<file path="src/rtl/bitstream_port_pkg.sv">
// constants, field layouts and state types of the serial bitstream port
package bitstream_port_pkg;

	// ==================== register bus ====================
	localparam int            ADDR_W      = 4;
	localparam int            DATA_W      = 16;
	localparam logic [3:0]    CFG0_ADDR   = 4'h0;
	localparam logic [3:0]    STATUS_ADDR = 4'h1;
	localparam logic [15:0]   CFG0_RESET  = 16'h0000;

	// ==================== configuration fields ====================
	localparam int REQ_POL_BIT    = 7;
	localparam int REQ_USE_BIT    = 6;
	localparam int LAUNCH_BIT     = 5;
	localparam int CAPTURE_BIT    = 4;
	localparam int CLK_DIR_BIT    = 3;
	localparam int QUAL_POL_BIT   = 2;
	localparam int DATA_DIR_BIT   = 1;
	localparam int ENABLE_BIT     = 0;
	localparam int CFG_W          = 8;

	// ==================== status fields ====================
	localparam int ST_TX_PTR_LSB  = 0;
	localparam int ST_RX_PTR_LSB  = 3;
	localparam int ST_TX_BUSY_BIT = 6;
	localparam int ST_HOLD_BIT    = 7;
	localparam int ST_RUN_BIT     = 8;

	// ==================== link framing and timing ====================
	localparam int           BYTE_W      = 8;
	localparam int           PTR_W       = 3;
	localparam logic [2:0]   LAST_BIT    = 3'h7;
	localparam int           DIV_W       = 8;
	localparam int           SYS_CLK_NS  = 100;
	localparam int           LINK_HALF_NS = 400;
	localparam int           LINK_HALF_CYC = (LINK_HALF_NS + SYS_CLK_NS - 1) / SYS_CLK_NS;

	// field order matches bits 7..0 of the configuration register
	typedef struct packed {
		logic request_polarity;
		logic request_line_use;
		logic launch_edge_sel;
		logic capture_edge_sel;
		logic clock_direction;
		logic qualifier_polarity;
		logic data_direction;
		logic port_enable;
	} cfg_s;

	typedef struct packed {
		logic clk;
		logic data;
		logic qual;
		logic req;
	} pins_s;

	typedef struct packed {
		cfg_s              cfg;
		logic              run;
		pins_s             sync1;
		pins_s             sync2;
		logic              clk_prev;
		logic [DIV_W-1:0]  div_cnt;
		logic              gen_clk;
		logic [PTR_W-1:0]  rx_ptr;
		logic [BYTE_W-1:0] rx_shift;
		logic [BYTE_W-1:0] rx_byte;
		logic              rx_valid;
		logic [BYTE_W-1:0] tx_hold;
		logic              tx_room;
		logic [BYTE_W-1:0] tx_shift;
		logic [PTR_W-1:0]  tx_ptr;
		logic              tx_busy;
		pins_s             pin_out;
		pins_s             pin_oe;
		logic [DATA_W-1:0] rdata;
	} state_s;

	localparam state_s STATE_RESET = '{
		cfg: cfg_s'(CFG0_RESET[CFG_W-1:0]),
		tx_room: 1'b1,
		default: '0
	};

endpackage : bitstream_port_pkg

</file>
<file path="src/rtl/bitstream_port_config.sv">
// serial bitstream port: configuration register, link clock edges, serializer and de-serializer
`timescale 1ns/1ns
`default_nettype none

module bitstream_port_config #(
	parameter int LINK_HALF = bitstream_port_pkg::LINK_HALF_CYC
) (
	// clock and reset
	input  wire logic                                 sys_clk_in,
	input  wire logic                                 rst_in,
	// register port
	input  wire logic [bitstream_port_pkg::ADDR_W-1:0] reg_addr_in,
	input  wire logic [bitstream_port_pkg::DATA_W-1:0] reg_wdata_in,
	input  wire logic                                 reg_write_in,
	input  wire logic                                 reg_read_in,
	output logic      [bitstream_port_pkg::DATA_W-1:0] reg_rdata_out,
	// user byte side
	input  wire logic [bitstream_port_pkg::BYTE_W-1:0] tx_byte_in,
	input  wire logic                                 tx_valid_in,
	output logic                                      tx_ready_out,
	output logic      [bitstream_port_pkg::BYTE_W-1:0] rx_byte_out,
	output logic                                      rx_valid_out,
	input  wire logic                                 rx_ready_in,
	// link pins
	input  wire bitstream_port_pkg::pins_s            stream_pins_in,
	output var  bitstream_port_pkg::pins_s            stream_pins_out,
	output var  bitstream_port_pkg::pins_s            stream_pins_oe_out
);

	// ==================== elaboration checks ====================
	if (LINK_HALF < 1 || LINK_HALF >= (1 << bitstream_port_pkg::DIV_W))
	begin : g_bad_half
		$error("LINK_HALF out of range of the clock divider");
	end

	localparam logic [bitstream_port_pkg::DIV_W-1:0] HALF_LAST =
		bitstream_port_pkg::DIV_W'(LINK_HALF - 1);

	// ==================== state ====================
	bitstream_port_pkg::state_s state_reg;
	bitstream_port_pkg::state_s state_next;

	function automatic logic pick_edge(input logic falling, input logic rise, input logic fall);
		pick_edge = falling ? fall : rise;
	endfunction : pick_edge

	always_comb
	begin
		logic                                   link_clk;
		logic                                   rise;
		logic                                   fall;
		logic                                   launch;
		logic                                   capture;
		logic                                   qual_active;
		logic                                   req_active;
		logic                                   req_ok;
		logic                                   start;
		logic [bitstream_port_pkg::BYTE_W-1:0]  word;
		bitstream_port_pkg::cfg_s               c;
		link_clk    = 1'b0;
		rise        = 1'b0;
		fall        = 1'b0;
		launch      = 1'b0;
		capture     = 1'b0;
		qual_active = 1'b0;
		req_active  = 1'b0;
		req_ok      = 1'b0;
		start       = 1'b0;
		word        = '0;
		c           = state_reg.cfg;
		state_next  = state_reg;

		// two-stage synchronisers; only stage two is looked at
		state_next.sync1 = stream_pins_in;
		state_next.sync2 = state_reg.sync1;

		// ==================== link clock ====================
		// clock source select
		link_clk = c.clock_direction ? state_reg.gen_clk : state_reg.sync2.clk;
		state_next.clk_prev = link_clk;
		rise = link_clk & ~state_reg.clk_prev;
		fall = ~link_clk & state_reg.clk_prev;
		launch  = pick_edge(c.launch_edge_sel, rise, fall);
		capture = pick_edge(c.capture_edge_sel, rise, fall);

		if (c.clock_direction && state_reg.run)
		begin
			if (state_reg.div_cnt == HALF_LAST)
			begin
				state_next.div_cnt = '0;
				state_next.gen_clk = ~state_reg.gen_clk;
			end
			else
			begin
				state_next.div_cnt = state_reg.div_cnt + 1'b1;
			end
		end
		else
		begin
			state_next.div_cnt = '0;
			state_next.gen_clk = 1'b0;
		end

		qual_active = state_reg.sync2.qual ^ c.qualifier_polarity;
		req_active  = state_reg.sync2.req ^ c.request_polarity;
		req_ok      = ~c.request_line_use | req_active;

		// ==================== register writes ====================
		if (reg_write_in && reg_addr_in == bitstream_port_pkg::CFG0_ADDR)
		begin
			state_next.cfg = bitstream_port_pkg::cfg_s'(reg_wdata_in[bitstream_port_pkg::CFG_W-1:0]);
		end
		// enable acts a cycle after its write so the other settings settle first
		state_next.run = state_reg.cfg.port_enable;

		// ==================== user byte side ====================
		state_next.rx_valid = 1'b0;
		if (tx_valid_in && state_reg.tx_room)
		begin
			state_next.tx_hold = tx_byte_in;
			state_next.tx_room = 1'b0;
		end

		// idle levels on the link
		state_next.pin_out.clk  = state_reg.gen_clk;
		state_next.pin_out.qual = c.qualifier_polarity;
		state_next.pin_out.data = 1'b0;

		if (!state_reg.run)
		begin
			// disabled: pointers and shift register cleared, no link bits move or latch
			state_next.rx_ptr   = '0;
			state_next.rx_shift = '0;
			state_next.tx_ptr   = '0;
			state_next.tx_busy  = 1'b0;
			state_next.pin_out.qual = c.qualifier_polarity;
		end
		else if (!c.data_direction)
		begin
			// capture only while the qualifier is asserted
			if (capture && qual_active)
			begin
				state_next.rx_shift = {state_reg.rx_shift[bitstream_port_pkg::BYTE_W-2:0],
					state_reg.sync2.data};
				state_next.rx_ptr = state_reg.rx_ptr + 1'b1;
				// byte boundary counted from the enabling point
				if (state_reg.rx_ptr == bitstream_port_pkg::LAST_BIT)
				begin
					state_next.rx_byte  = {state_reg.rx_shift[bitstream_port_pkg::BYTE_W-2:0],
						state_reg.sync2.data};
					state_next.rx_valid = 1'b1;
				end
			end
		end
		else
		begin
			word  = state_reg.tx_busy ? state_reg.tx_shift : state_reg.tx_hold;
			// a started byte runs to its end whatever the request does
			start = launch && (state_reg.tx_busy || (!state_reg.tx_room && req_ok));
			if (start)
			begin
				state_next.pin_out.data = word[bitstream_port_pkg::BYTE_W-1];
				state_next.pin_out.qual = ~c.qualifier_polarity;
				state_next.tx_shift     = {word[bitstream_port_pkg::BYTE_W-2:0], 1'b0};
				state_next.tx_ptr       = state_reg.tx_ptr + 1'b1;
				state_next.tx_busy      = state_reg.tx_ptr != bitstream_port_pkg::LAST_BIT;
				if (!state_reg.tx_busy)
				begin
					state_next.tx_room = 1'b1;
				end
			end
			else if (launch)
			begin
				state_next.pin_out.qual = c.qualifier_polarity;
			end
			else
			begin
				state_next.pin_out.qual = state_reg.pin_out.qual;
				state_next.pin_out.data = state_reg.pin_out.data;
			end
		end

		// request follows user readiness only while running; its pin is driven only while receiving
		state_next.pin_out.req = (rx_ready_in & state_reg.run) ^ c.request_polarity;

		state_next.pin_oe.clk  = c.clock_direction;
		state_next.pin_oe.data = c.data_direction;
		state_next.pin_oe.qual = c.data_direction;
		state_next.pin_oe.req  = ~c.data_direction & c.request_line_use;

		// ==================== register reads ====================
		state_next.rdata = '0;
		if (reg_read_in)
		begin
			unique case (reg_addr_in)
				bitstream_port_pkg::CFG0_ADDR:
				begin
					state_next.rdata[bitstream_port_pkg::CFG_W-1:0] = state_reg.cfg;
				end
				bitstream_port_pkg::STATUS_ADDR:
				begin
					state_next.rdata[bitstream_port_pkg::ST_TX_PTR_LSB +: bitstream_port_pkg::PTR_W] =
						state_reg.tx_ptr;
					state_next.rdata[bitstream_port_pkg::ST_RX_PTR_LSB +: bitstream_port_pkg::PTR_W] =
						state_reg.rx_ptr;
					state_next.rdata[bitstream_port_pkg::ST_TX_BUSY_BIT] = state_reg.tx_busy;
					state_next.rdata[bitstream_port_pkg::ST_HOLD_BIT]    = ~state_reg.tx_room;
					state_next.rdata[bitstream_port_pkg::ST_RUN_BIT]     = state_reg.run;
				end
				default:
				begin
					state_next.rdata = '0;
				end
			endcase
		end
	end

	always_ff @(posedge sys_clk_in)
	begin
		if (rst_in)
		begin
			state_reg <= bitstream_port_pkg::STATE_RESET;
		end
		else
		begin
			state_reg <= state_next;
		end
	end

	// ==================== outputs ====================
	assign reg_rdata_out      = state_reg.rdata;
	assign tx_ready_out       = state_reg.tx_room;
	assign rx_byte_out        = state_reg.rx_byte;
	assign rx_valid_out       = state_reg.rx_valid;
	assign stream_pins_out    = state_reg.pin_out;
	assign stream_pins_oe_out = state_reg.pin_oe;

endmodule : bitstream_port_config

`default_nettype wire

</file>
<file path="config.mk">
export PLATFORM = sky130hd
export DESIGN_NAME = bitstream_port_config
export DESIGN_NICKNAME = d
export VERILOG_FILES = /design/src/rtl/bitstream_port_pkg.sv /design/src/rtl/bitstream_port_config.sv
export SDC_FILE = /design/constraint.sdc
export NUM_CORES = 1
export LEC_CHECK = 0
export BUFFER_PORTS_ARGS = -buffer_cell sky130_fd_sc_hd__buf_2
export CORE_MARGIN = 2
export CORE_UTILIZATION = 45
export CTS_CLUSTER_SIZE = 16
export DETAILED_ROUTE_END_ITERATION = 8
export PLACE_DENSITY = 0.67
export SETUP_SLACK_MARGIN = 0.1
export SYNTH_ARGS = -nofsm -noshare
export SYNTH_HDL_FRONTEND = slang
export SYNTH_SLANG_ARGS = --single-unit
</file>
<file path="constraint.sdc">
create_clock -name sys_clk_in -period 2.64 [get_ports sys_clk_in]
set_clock_uncertainty 0.05 [all_clocks]
set_input_delay 0.132 -clock sys_clk_in [delete_from_list [all_inputs] [get_ports sys_clk_in]]
set_output_delay 0.132 -clock sys_clk_in [all_outputs]
set_load 0.05 [all_outputs]
</file>
# Word level (Yosys, flattened, before mapping)
# Cells that the tools add are included.
[totals]
regBits = 89
in_bits = 38
output_inout_bits = 34
elab_cells = 104
[classes]
add_sub_neg = 3
n_eq_ne = 5
muxes = 16
bitwise_logic = 20
reduce_logical = 21
[ops]
columns = ["cell", "count"]
rows = [
  ["$mux 13", 2],
  ["$pmux 8 s2", 1],
  ["$not 1->1", 12],
  ["$mux 1", 10],
  ["$mux 9", 1],
  ["$reduce_or 3->1", 3],
  ["$add 8x1->8 const B", 1],
  ["$eq 8x2->1 const B", 1],
  ["$mux 8", 1],
  ["$add 3x1->3 const B", 2],
  ["$logic_and 1x1->1", 6],
  ["$reduce_or 2->1", 3],
  ["$and 1x1->1", 4],
  ["$eq 4x1->1 const B", 1],
  ["$logic_not 4->1", 1],
  ["$ne 4x2->1 const B", 1],
  ["$reduce_and 2->1", 2],
  ["$reduce_and 4->1", 1],
  ["$reduce_or 4->1", 1],
  ["$eq 3x3->1 const B", 1],
  ["$ne 3x3->1 const B", 1],
  ["$reduce_and 3->1", 1],
  ["$xor 1x1->1", 3],
  ["$mux 2", 1],
  ["4 further kinds", 4],
]

# Logic depth before layout (Yosys ltp)
# Gate-level depths: netlist (run 1).
[logic_depth]
ltp_word = 8
ltp_mapped = 6

# Least setup slack after synthesis (run 1)
# OpenSTA, ideal clock, no wires.
[synth_path]
kind = "reg-to-reg"
start = "reg state_reg, in the netlist state_next[19]"
end = "reg state_reg[30] in the netlist's numbering"
t_arrival_ns = 1.712
slack_ns = 0.791
stages_incl_launch_ff = 6
synth_period_minus_slack_ns = 1.849
path_cell_list = "dfxtp_1 -> mux2_4 -> mux2_4 -> or3_1 -> buf_6 -> o31ai_1"
[synth_between]
elab_chain_cells = 6
elab_cells_between_ends = 7
classes_between = "2 x mux; 3 x bitwise; 2 x reduce/logical"
[synth_lines]
columns = ["element", "line_no", "source"]
rows = [
  ["start: declaration", "bitstream_port_config.sv:40", "bitstream_port_pkg::state_s state_reg;"],
  ["start signal: assignment", "bitstream_port_config.sv:222", "state_reg <= bitstream_port_pkg::STATE_RESET;"],
  ["start signal: assignment", "bitstream_port_config.sv:226", "state_reg <= state_next;"],
  ["$mux 1 *", "bitstream_port_config.sv:79", "link_clk = c.clock_direction ? state_reg.gen_clk : state_reg.sync2.clk;"],
  ["$not 1->1", "bitstream_port_config.sv:82", "fall = ~link_clk & state_reg.clk_prev;"],
  ["$and 1x1->1", "bitstream_port_config.sv:82", ""],
  ["$mux 1 *", "bitstream_port_config.sv:44", "pick_edge = falling ? fall : rise;"],
  ["$logic_and 1x1->1 *", "bitstream_port_config.sv:159", "start = launch && (state_reg.tx_busy || (!state_reg.tx_room && req_ok));"],
  ["$reduce_and 3->1 (no line) *", "--", ""],
]
# Every way passes the cells marked *; elsewhere a longest branch is shown, timed or not.
# A chain may end at the register's enable or synchronous reset.

# Final worst setup path (run 1)
[layout_path]
start = "reg state_reg, in the netlist state_next[19]"
end = "reg state_reg[34] in the netlist's numbering"
# The elaborated chain is that of the path after synthesis.

==> results of run 1 <==
[final timing paths]
check,end,cells past startpoint,slack [ns],from
worst max-delay path,state_reg[34],4,0.55,state_next[19]
worst min-delay path,state_reg[88],3,0.007,reg_wdata_in[4]
worst max register to register,state_reg[34],4,0.55,state_next[19]
worst min register to register,state_reg[77],1,0.39,state_next[77]
[synthesized netlist by cell type (2+ instances only)]
cell	number
mux2_2	2
o31ai_1	6
nor3_1	3
a31oi_1	2
or2_2	2
xnor2_1	5
ha_1	5
nand2b_1	2
buf_4	32
inv_1	4
nand3_1	31
or3_1	2
o21ai_0	12
clkbuf_1	18
o311ai_0	8
nand4_1	2
nand2_1	51
a21oi_1	27
mux2i_1	18
mux2_4	2
xor2_1	5
dfxtp_1	82
buf_1	2
nor2b_1	15
a22oi_1	8
nor2_1	21
a211oi_1	2
[power breakdown]
group,switching [uW],total (uW),internal (uW)
clock,485,841,356
sequential,11.7,1260,1250
combinational,96.2,157,61.1
total,593,2260,1670
[placed cells by master (no fill, tap or decap), types with 3 or more instances in the layout]
cell / n
a21oi_1: 27
a22oi_1: 8
buf_2: 56
buf_4: 6
clkbuf_8: 9
conb_1: 7
dfxtp_1: 82
dlygate4sd3_1: 19
ha_1: 5
inv_1: 4
inv_6: 4
mux2i_1: 18
nand2_1: 51
nand3_1: 31
nor2_1: 21
nor2b_1: 15
nor3_1: 3
o21ai_0: 12
o311ai_0: 8
o31ai_1: 6
xnor2_1: 5
xor2_1: 5
[kinds of logic (layout without fill, tap and decap cells)]
| kind of cell | Yosys count | in the layout | synth area share, % |
|---|---|---|---|
| simple gates | 138 | 138 | 19.4 |
| flops | 82 | 82 | 47.4 |
| compound gates | 67 | 67 | 12.0 |
| buf+inv | 58 | 102 | 9.98 |
| mux | 22 | 22 | 6.72 |
| xor+xnor | 10 | 10 | 2.53 |
| fa+ha+maj | 5 | 5 | 1.81 |
| other cells | 1 | 7 | 0.108 |
[critical path, delay by kind of cell (launching register included)]
family / cells / cell delay (ns)
multiplexers: 2 / 0.74
flip-flops: 1 / 0.45
AO/OA/AOI/OAI: 1 / 0.29
AND/OR/NAND/NOR: 1 / 0.46
[layout make-up]
type	instances	area (um^2)
clock inverters	7	58.8
clock buffers	9	124
inverters	5	18.8
repair buffers	81	515
fillers	698	3350
multi-input cells	249	1500
well taps	99	124
flip-flops and latches	82	1640
[per-layer routing]
metal	track usage (%)	vias up
met4	6.72	0
met1	23.6	1262
li1	-	1374
met3	4.27	10
met5	0	-
met2	26.7	62
[timing repair]
action	CTS	global route
hold endpoints to repair	19	0
resized for setup	0	0
hold buffers	19	0
[metrics by stage]
| stage | utilization [%] | instance area (um^2) |
|---|---|---|
| final | 54.3 | 3980 |
| after global routing | 54.3 | 3980 |
| after CTS | 54.3 | 3980 |
| after detailed placement | 49.2 | 3610 |
| after global placement | 49.2 | 3610 |
| after floorplan | - | 3480 |
==> results.py, run 1 <==
metrics = {
    "clocking": {
        "worstSkewPairLatency_ns": 0.36,
        "cts_max_level": 3,
        "clkSlewWorstSetupHoldPaths_ns": 0.09,
        "post-cts-setup-buffers": 0,
        "clockRootBuffer": "clkbuf_8",
        "cts_num_sinks": 82,
        "numCtsBuffers": 9,
        "clockBufferDepth": 2,
        "cts_tree": "built",
    },
    "synth": {
        "avgSynthCellArea_um2": 9.04,
        "yosysTopAreaCellShare_pct": 47.4,
        "synth_area_um2": 3460,
        "netlist-cell-type-count": 41,
        "yosysWarningCount": 0,
        "ys_seq_area_share_pct": 47.4,
        "synth_top_area_cell": "dfxtp_1",
        "ys.flop_type": "dfxtp_1",
        "synthArstFlopShare_pct": 0,
        "synth_edf_count": 0,
        "syn_inst": 383,
        "synth_area_leaders": "dfxtp_1 (47%), buf_4 (6.9%), nand2_1 (5.5%)",
        "synth-seq-cells": 82,
    },
    "timing": {
        "period_needed_ns": 2.09,
        "finalHoldViolCount": 0,
        "max_freq_ghz": 0.478,
        "setup_viol": 0,
        "fin_ws_ns": 0.548,
        "relSlewSlack_pct": 54.9,
        "worstMarginPinSlew_ns": 0.658,
        "final_max_slew_viol_count": 0,
        "fin_setup_tns_ns": 0,
        "period_share_pct": 79.2,
        "rsz0062_at_grt": "no",
        "whs_ns": 0.00672,
    },
    "layout": {
        "nNetsFinal": 471,
        "largest_reg_flops": 48,
        "drive_gt1_share_pct": 20.3,
        "antenna_cells": 0,
        "area_growth_syn_to_layout_pct": 15.0,
        "fin_cells": 532,
    },
    "setup_path": {
        "startpoint_type": "flip-flop",
        "crit_chain": "mux2_4 > mux2_4 > or3_1 > o31ai_1",
        "cp_max_fo": 10,
        "crit_top_cell": "mux2_4",
        "cp_slowest_cell": "or3_1",
        "criticalPathCategory": "reg2reg",
        "crit_required_ns": 2.85,
        "end_kind": "flip-flop",
        "cp_slowest_stage_delay_ns": 0.46,
        "cp_data_arrival_time_ns": 2.30,
    },
    "global_routing": {
        "grt.total_usage_pct": 17.4,
        "antenna_found_initial": 0,
        "grt_max_degree": 29,
        "first_global_vias": 2498,
        "gr-total-overflow": 0,
        "grt_pass1_wl_um": 11700,
    },
    "routing": {
        "drc": 0,
        "met2_length_um": 3020,
        "vias_per_cell": 5.09,
        "route.met3.wl_um": 307,
        "dr.pass1.iters": 4,
        "top_layer_used": "met4",
        "num_vias": 2708,
        "drtIter0Drc": 159,
        "antenna_left": 0,
        "met1Wirelength_um": 3460,
        "post_drt_wl_per_cell_um": 12.9,
        "finalWirelength_um": 6890,
    },
    "floorplanning": {
        "num_rows": 31,
        "fp.dieW_um": 91.7,
        "die_y_um": 91.7,
        "ios": 72,
        "initial_core_util_pct": 47.2,
        "dieArea_um2": 8410,
        "coreArea_um2": 7330,
    },
    "worst_hold_path": {
        "hold_path.class": "in2reg",
    },
    "power_and_ir_drop": {
        "powerDensity_nw_per_um2": 568,
        "power_uw": 2260,
        "static-leakage-power_uw": 0.00150,
        "ir_drop_mv": 0.273,
    },
    "placement": {
        "place_inst": 497,
        "place_ws_ns": 0.575,
        "dp_hpwl_um": 4790,
        "gp_congestion": 0.801,
        "place.port_buffers": 56,
    },
    "flow_run": {
        "maxCapViolations": 0,
    },
    "run_status": {
        "status": "completed",
    },
}
No activity file was read; power rests on OpenSTA's default activity.
==> inputs of run 2 (changes only) <==
clock period = 2.1 ns   (was 2.64 ns; I/O delays follow)
==> results.py, run 2 (synthesized netlist as in run 1, its figures left out) <==
metrics = {
    "layout": {
        "area_growth_syn_to_layout_pct": 17.9,
        "largest_reg_flops": 48,
        "nNetsFinal": 480,
        "fillCellCount": 689,
        "drive_gt1_share_pct": 21.5,
        "most-common-layout-cells": "dfxtp_1 (82), buf_2 (56), nand2_1 (51)",
        "antenna_cells": 0,
        "final_common_cell": "dfxtp_1",
    },
    "timing": {
        "worstMarginPinSlew_ns": 0.616,
        "fin_setup_tns_ns": 0,
        "period_share_pct": 87.2,
        "rsz0062_at_grt": "no",
        "finalHoldViolCount": 0,
        "setup_viol": 0,
        "max_freq_ghz": 0.546,
        "period_needed_ns": 1.83,
        "whs_ns": 0.0286,
        "final_max_slew_viol_count": 0,
        "relSlewSlack_pct": 58.9,
    },
    "run_status": {
        "status": "completed",
    },
    "clocking": {
        "clockBufferDepth": 2,
        "worstSkewPairLatency_ns": 0.35,
        "clkSlewWorstSetupHoldPaths_ns": 0.08,
        "cts_max_level": 3,
        "cts_num_sinks": 82,
        "cts_tree": "built",
        "clockRootBuffer": "clkbuf_8",
        "post-cts-setup-buffers": 0,
        "numCtsBuffers": 9,
    },
    "routing": {
        "drc": 0,
        "num_vias": 2755,
        "antenna_left": 0,
        "vias_per_cell": 5.09,
        "drtIter0Drc": 152,
        "post_drt_wl_per_cell_um": 13.3,
        "dr.pass1.iters": 4,
        "finalWirelength_um": 7200,
    },
    "floorplanning": {
        "fp.dieW_um": 91.7,
        "coreArea_um2": 7330,
        "die_y_um": 91.7,
        "dieArea_um2": 8410,
        "ios": 72,
        "num_rows": 31,
        "initial_core_util_pct": 47.2,
    },
    "power_and_ir_drop": {
        "powerDensity_nw_per_um2": 723,
        "static-leakage-power_uw": 0.00156,
        "ir_drop_mv": 0.292,
    },
    "setup_path": {
        "cp_data_arrival_time_ns": 2.05,
        "crit_required_ns": 2.31,
        "cp_max_fo": 10,
        "criticalPathCategory": "reg2reg",
        "end_kind": "flip-flop",
        "r2r_start": "state_next[19]",
        "critical_path.startpoint": "state_next[19]",
        "startpoint_type": "flip-flop",
    },
    "worst_hold_path": {
        "holdCritStartpoint": "reg_read_in",
        "hold_path.class": "in2reg",
    },
    "global_routing": {
        "grt_pass1_wl_um": 12100,
        "gr-total-overflow": 0,
        "first_global_vias": 2563,
        "grt.total_usage_pct": 17.9,
        "grt_max_degree": 24,
        "antenna_found_initial": 0,
    },
    "flow_run": {
        "maxCapViolations": 0,
    },
    "placement": {
        "gp_congestion": 0.807,
        "dp_hpwl_um": 4890,
        "place.port_buffers": 56,
    },
}
[run 2: cell types whose count changed in the layout (fill, tap and decap cells not counted), sizes merged]
cell	change
buf	+7
inv	-4
clkbuf	+3
dlygate4sd3	+2
bufinv	+1
[run 2: stage by stage]
step,util (%),setup slack (ns),instance area (um^2),cells,power (uW)
after global routing,55.6,0.168,4080,541,3070
after floorplan,-,0.251,3480,389,1750
after detailed placement,49.9,0.195,3660,504,1800
after CTS,55.4,0.179,4060,540,2970
after global placement,49.9,0.231,3660,504,1800
final,55.6,0.270,4080,541,2950
[run 2: path summary, 6_finish.rpt]
check / end / cells past startpoint / slack, ns
worst min register to register: state_reg[77] / 1 / 0.38
worst max-delay path: state_reg[31] / 4 / 0.27
worst max register to register: state_reg[31] / 4 / 0.27
worst min-delay path: reg_rdata_out[8] / 2 / 0.03
[run 2: repair_timing]
action | CTS | global route
hold endpoints to repair | 20 | 1
endpoints found under the setup margin | 0 | 4
gates resized for setup | 0 | 1
hold buffers | 20 | 1
[run 2: layout make-up]
type / instances / area (um^2) / area share, %
sequential: 82 / 1640 / 40.2
clock inverter: 4 / 50.0 / 1.23
multi-input combinational: 249 / 1500 / 36.8
clock buffer: 12 / 155 / 3.80
inverter: 5 / 18.8 / 0.460
timing repair buffer: 90 / 588 / 14.4
tap: 99 / 124 / 3.04
[run 2: critical path: stages, from the launching register on]
cell     delay [ns]
dfxtp_1        0.35
mux2_4         0.35
mux2_4         0.36
or3_4          0.40
o31ai_1        0.23
[run 2: where the power goes]
part / switching (uW) / internal (uW)
registers: 10.9 / 1570
clock network: 542 / 613
logic: 127 / 82.5
total: 680 / 2270
[run 2: routing by layer]
| layer | part of all wire, % | vias up | track usage (%) |
|---|---|---|---|
| met3 | 4.4 | 12 | 3.20 |
| met2 | 44 | 70 | 27.3 |
| li1 | - | 1388 | - |
| met1 | 50 | 1285 | 25.2 |
| met4 | 1.7 | 0 | 7.09 |
| met5 | 0 | - | 0 |
==> inputs of run 3 (changes only) <==
CORE_UTILIZATION = 30   (was 45)
PLACE_DENSITY = 0.48   (was 0.67)
==> results.py, run 3 (synthesized netlist as in run 1, its figures left out) <==
metrics = {
    "placement": {
        "place_inst": 550,
        "dp_hpwl_um": 5250,
        "place_area_um2": 3730,
        "gp_congestion": 0.803,
        "place.port_buffers": 56,
    },
    "layout": {
        "fin_area_um2": 4220,
        "drive_gt1_share_pct": 22.0,
        "multiInputGateArea_um2": 1500,
        "nNetsFinal": 479,
        "most-common-layout-cells": "dfxtp_1 (82), buf_2 (56), nand2_1 (51)",
        "final_util_pct": 37.3,
        "antenna_cells": 0,
        "final_common_cell": "dfxtp_1",
        "largest_reg_flops": 48,
        "register_area_um2": 1640,
        "fillCellCount": 1187,
        "area_growth_syn_to_layout_pct": 22.0,
        "fin_cells": 583,
    },
    "run_status": {
        "status": "completed",
    },
    "routing": {
        "drc": 0,
        "dr.pass1.iters": 4,
        "drtIter0Drc": 71,
        "vias_per_cell": 4.68,
        "num_vias": 2728,
        "antenna_left": 0,
        "finalWirelength_um": 7740,
        "post_drt_wl_per_cell_um": 13.3,
    },
    "global_routing": {
        "grt.total_usage_pct": 12.8,
        "first_global_vias": 2638,
        "grt_pass1_wl_um": 12800,
        "gr-total-overflow": 0,
        "grt_max_degree": 29,
        "antenna_found_initial": 0,
    },
    "floorplanning": {
        "coreArea_um2": 11300,
        "initial_core_util_pct": 30.6,
        "ios": 72,
        "num_rows": 39,
        "die_y_um": 111,
        "fp.dieW_um": 111,
        "dieArea_um2": 12400,
    },
    "power_and_ir_drop": {
        "ir_drop_mv": 0.364,
        "switchingPower_uw": 733,
        "powerDensity_nw_per_um2": 809,
        "intPower_uw": 2680,
        "seqPwrFrac_pct": 46.5,
        "p_clk_share_pct": 47.5,
        "static-leakage-power_uw": 0.00161,
        "combPwrFrac_pct": 6.1,
        "switching_share_pct": 21.5,
    },
    "timing": {
        "rsz0062_at_grt": "no",
        "whs_ns": 0.0191,
        "fin_setup_tns_ns": 0,
        "period_share_pct": 89.4,
        "max_freq_ghz": 0.533,
        "period_needed_ns": 1.88,
        "setup_viol": 0,
        "finalHoldViolCount": 0,
        "final_max_slew_viol_count": 0,
    },
    "setup_path": {
        "cp_max_fo": 10,
        "r2r_start": "state_next[19]",
        "end_kind": "flip-flop",
        "critical_path.startpoint": "state_next[19]",
        "cp_data_arrival_time_ns": 2.06,
        "startpoint_type": "flip-flop",
        "crit_required_ns": 2.28,
        "criticalPathCategory": "reg2reg",
    },
    "clocking": {
        "numCtsBuffers": 9,
        "post-cts-setup-buffers": 0,
        "clockBufferDepth": 2,
        "clkSlewWorstSetupHoldPaths_ns": 0.06,
        "worstSkewPairLatency_ns": 0.33,
        "clockRootBuffer": "clkbuf_16",
        "cts_num_sinks": 82,
        "cts_max_level": 3,
        "cts_tree": "built",
    },
    "flow_run": {
        "maxCapViolations": 0,
    },
    "worst_hold_path": {
        "holdCritStartpoint": "reg_wdata_in[3]",
        "hold_path.class": "in2reg",
    },
}
==> run 3: cell count changes in the layout (fill, tap and decap cells not counted), sizes merged <==
cell and change:
clkbuf -3, dlygate4sd3 -3, buf +2, clkinv +2, bufinv +1, clkinvlp -1
==> run 3: path summary, 6_finish.rpt <==
path	end	slack, ns	cells past startpoint
worst min-delay path	state_next[19]	0.02	3
worst min register to register	state_reg[77]	0.38	1
worst max-delay path	state_reg[34]	0.22	4
worst max register to register	state_reg[34]	0.22	4
==> run 3: power groups by stage <==
stage                     Clock, uW  Sequential, uW  Combinational, uW
final                          1620            1590                207
after global routing           1750            1590                228
after CTS                      1680            1590                208
after detailed placement          0            1620                182
after global placement            0            1620                180
after floorplan                   0            1620                128
==> run 3: metal layers <==
layer / up-vias / routed length (um) / track usage (%)
met2: 55 / 3760 / 20.5
met4: 0 / 65 / 4.53
met3: 4 / 284 / 3.32
met1: 1274 / 3620 / 16.8
li1: 1395 / - / -
met5: - / 0 / 0
==> run 3: critical path: stages, from the launching register on <==
cell	delay, ns
dfxtp_1	0.35
mux2_4	0.35
mux2_4	0.36
or3_4	0.40
o31ai_1	0.26
==> run 3: repair_timing <==
item                       in CTS  in global routing
resized for setup               0                  1
hold endpoints to repair       18                  0
hold buffers                   18                  0
setup endpoints to repair       0                  5
==> run 3: final cells by class <==
class,count,share of cell area (%)
multi-input cells,249,35.6
well taps,143,4.24
flip-flops and latches,82,38.9
clock inverters,6,1.96
repair buffers,89,13.6
inverters,5,0.445
clock buffers,9,5.33
==> run 3: per-stage QoR <==
stage / setup WS [ns] / total power, uW
2_1_floorplan: 0.251 / 1750
3_5_place_dp: 0.168 / 1800
5_1_grt: 0.107 / 3570
6_report: 0.223 / 3420
4_1_cts: 0.141 / 3470
3_3_place_gp: 0.215 / 1800
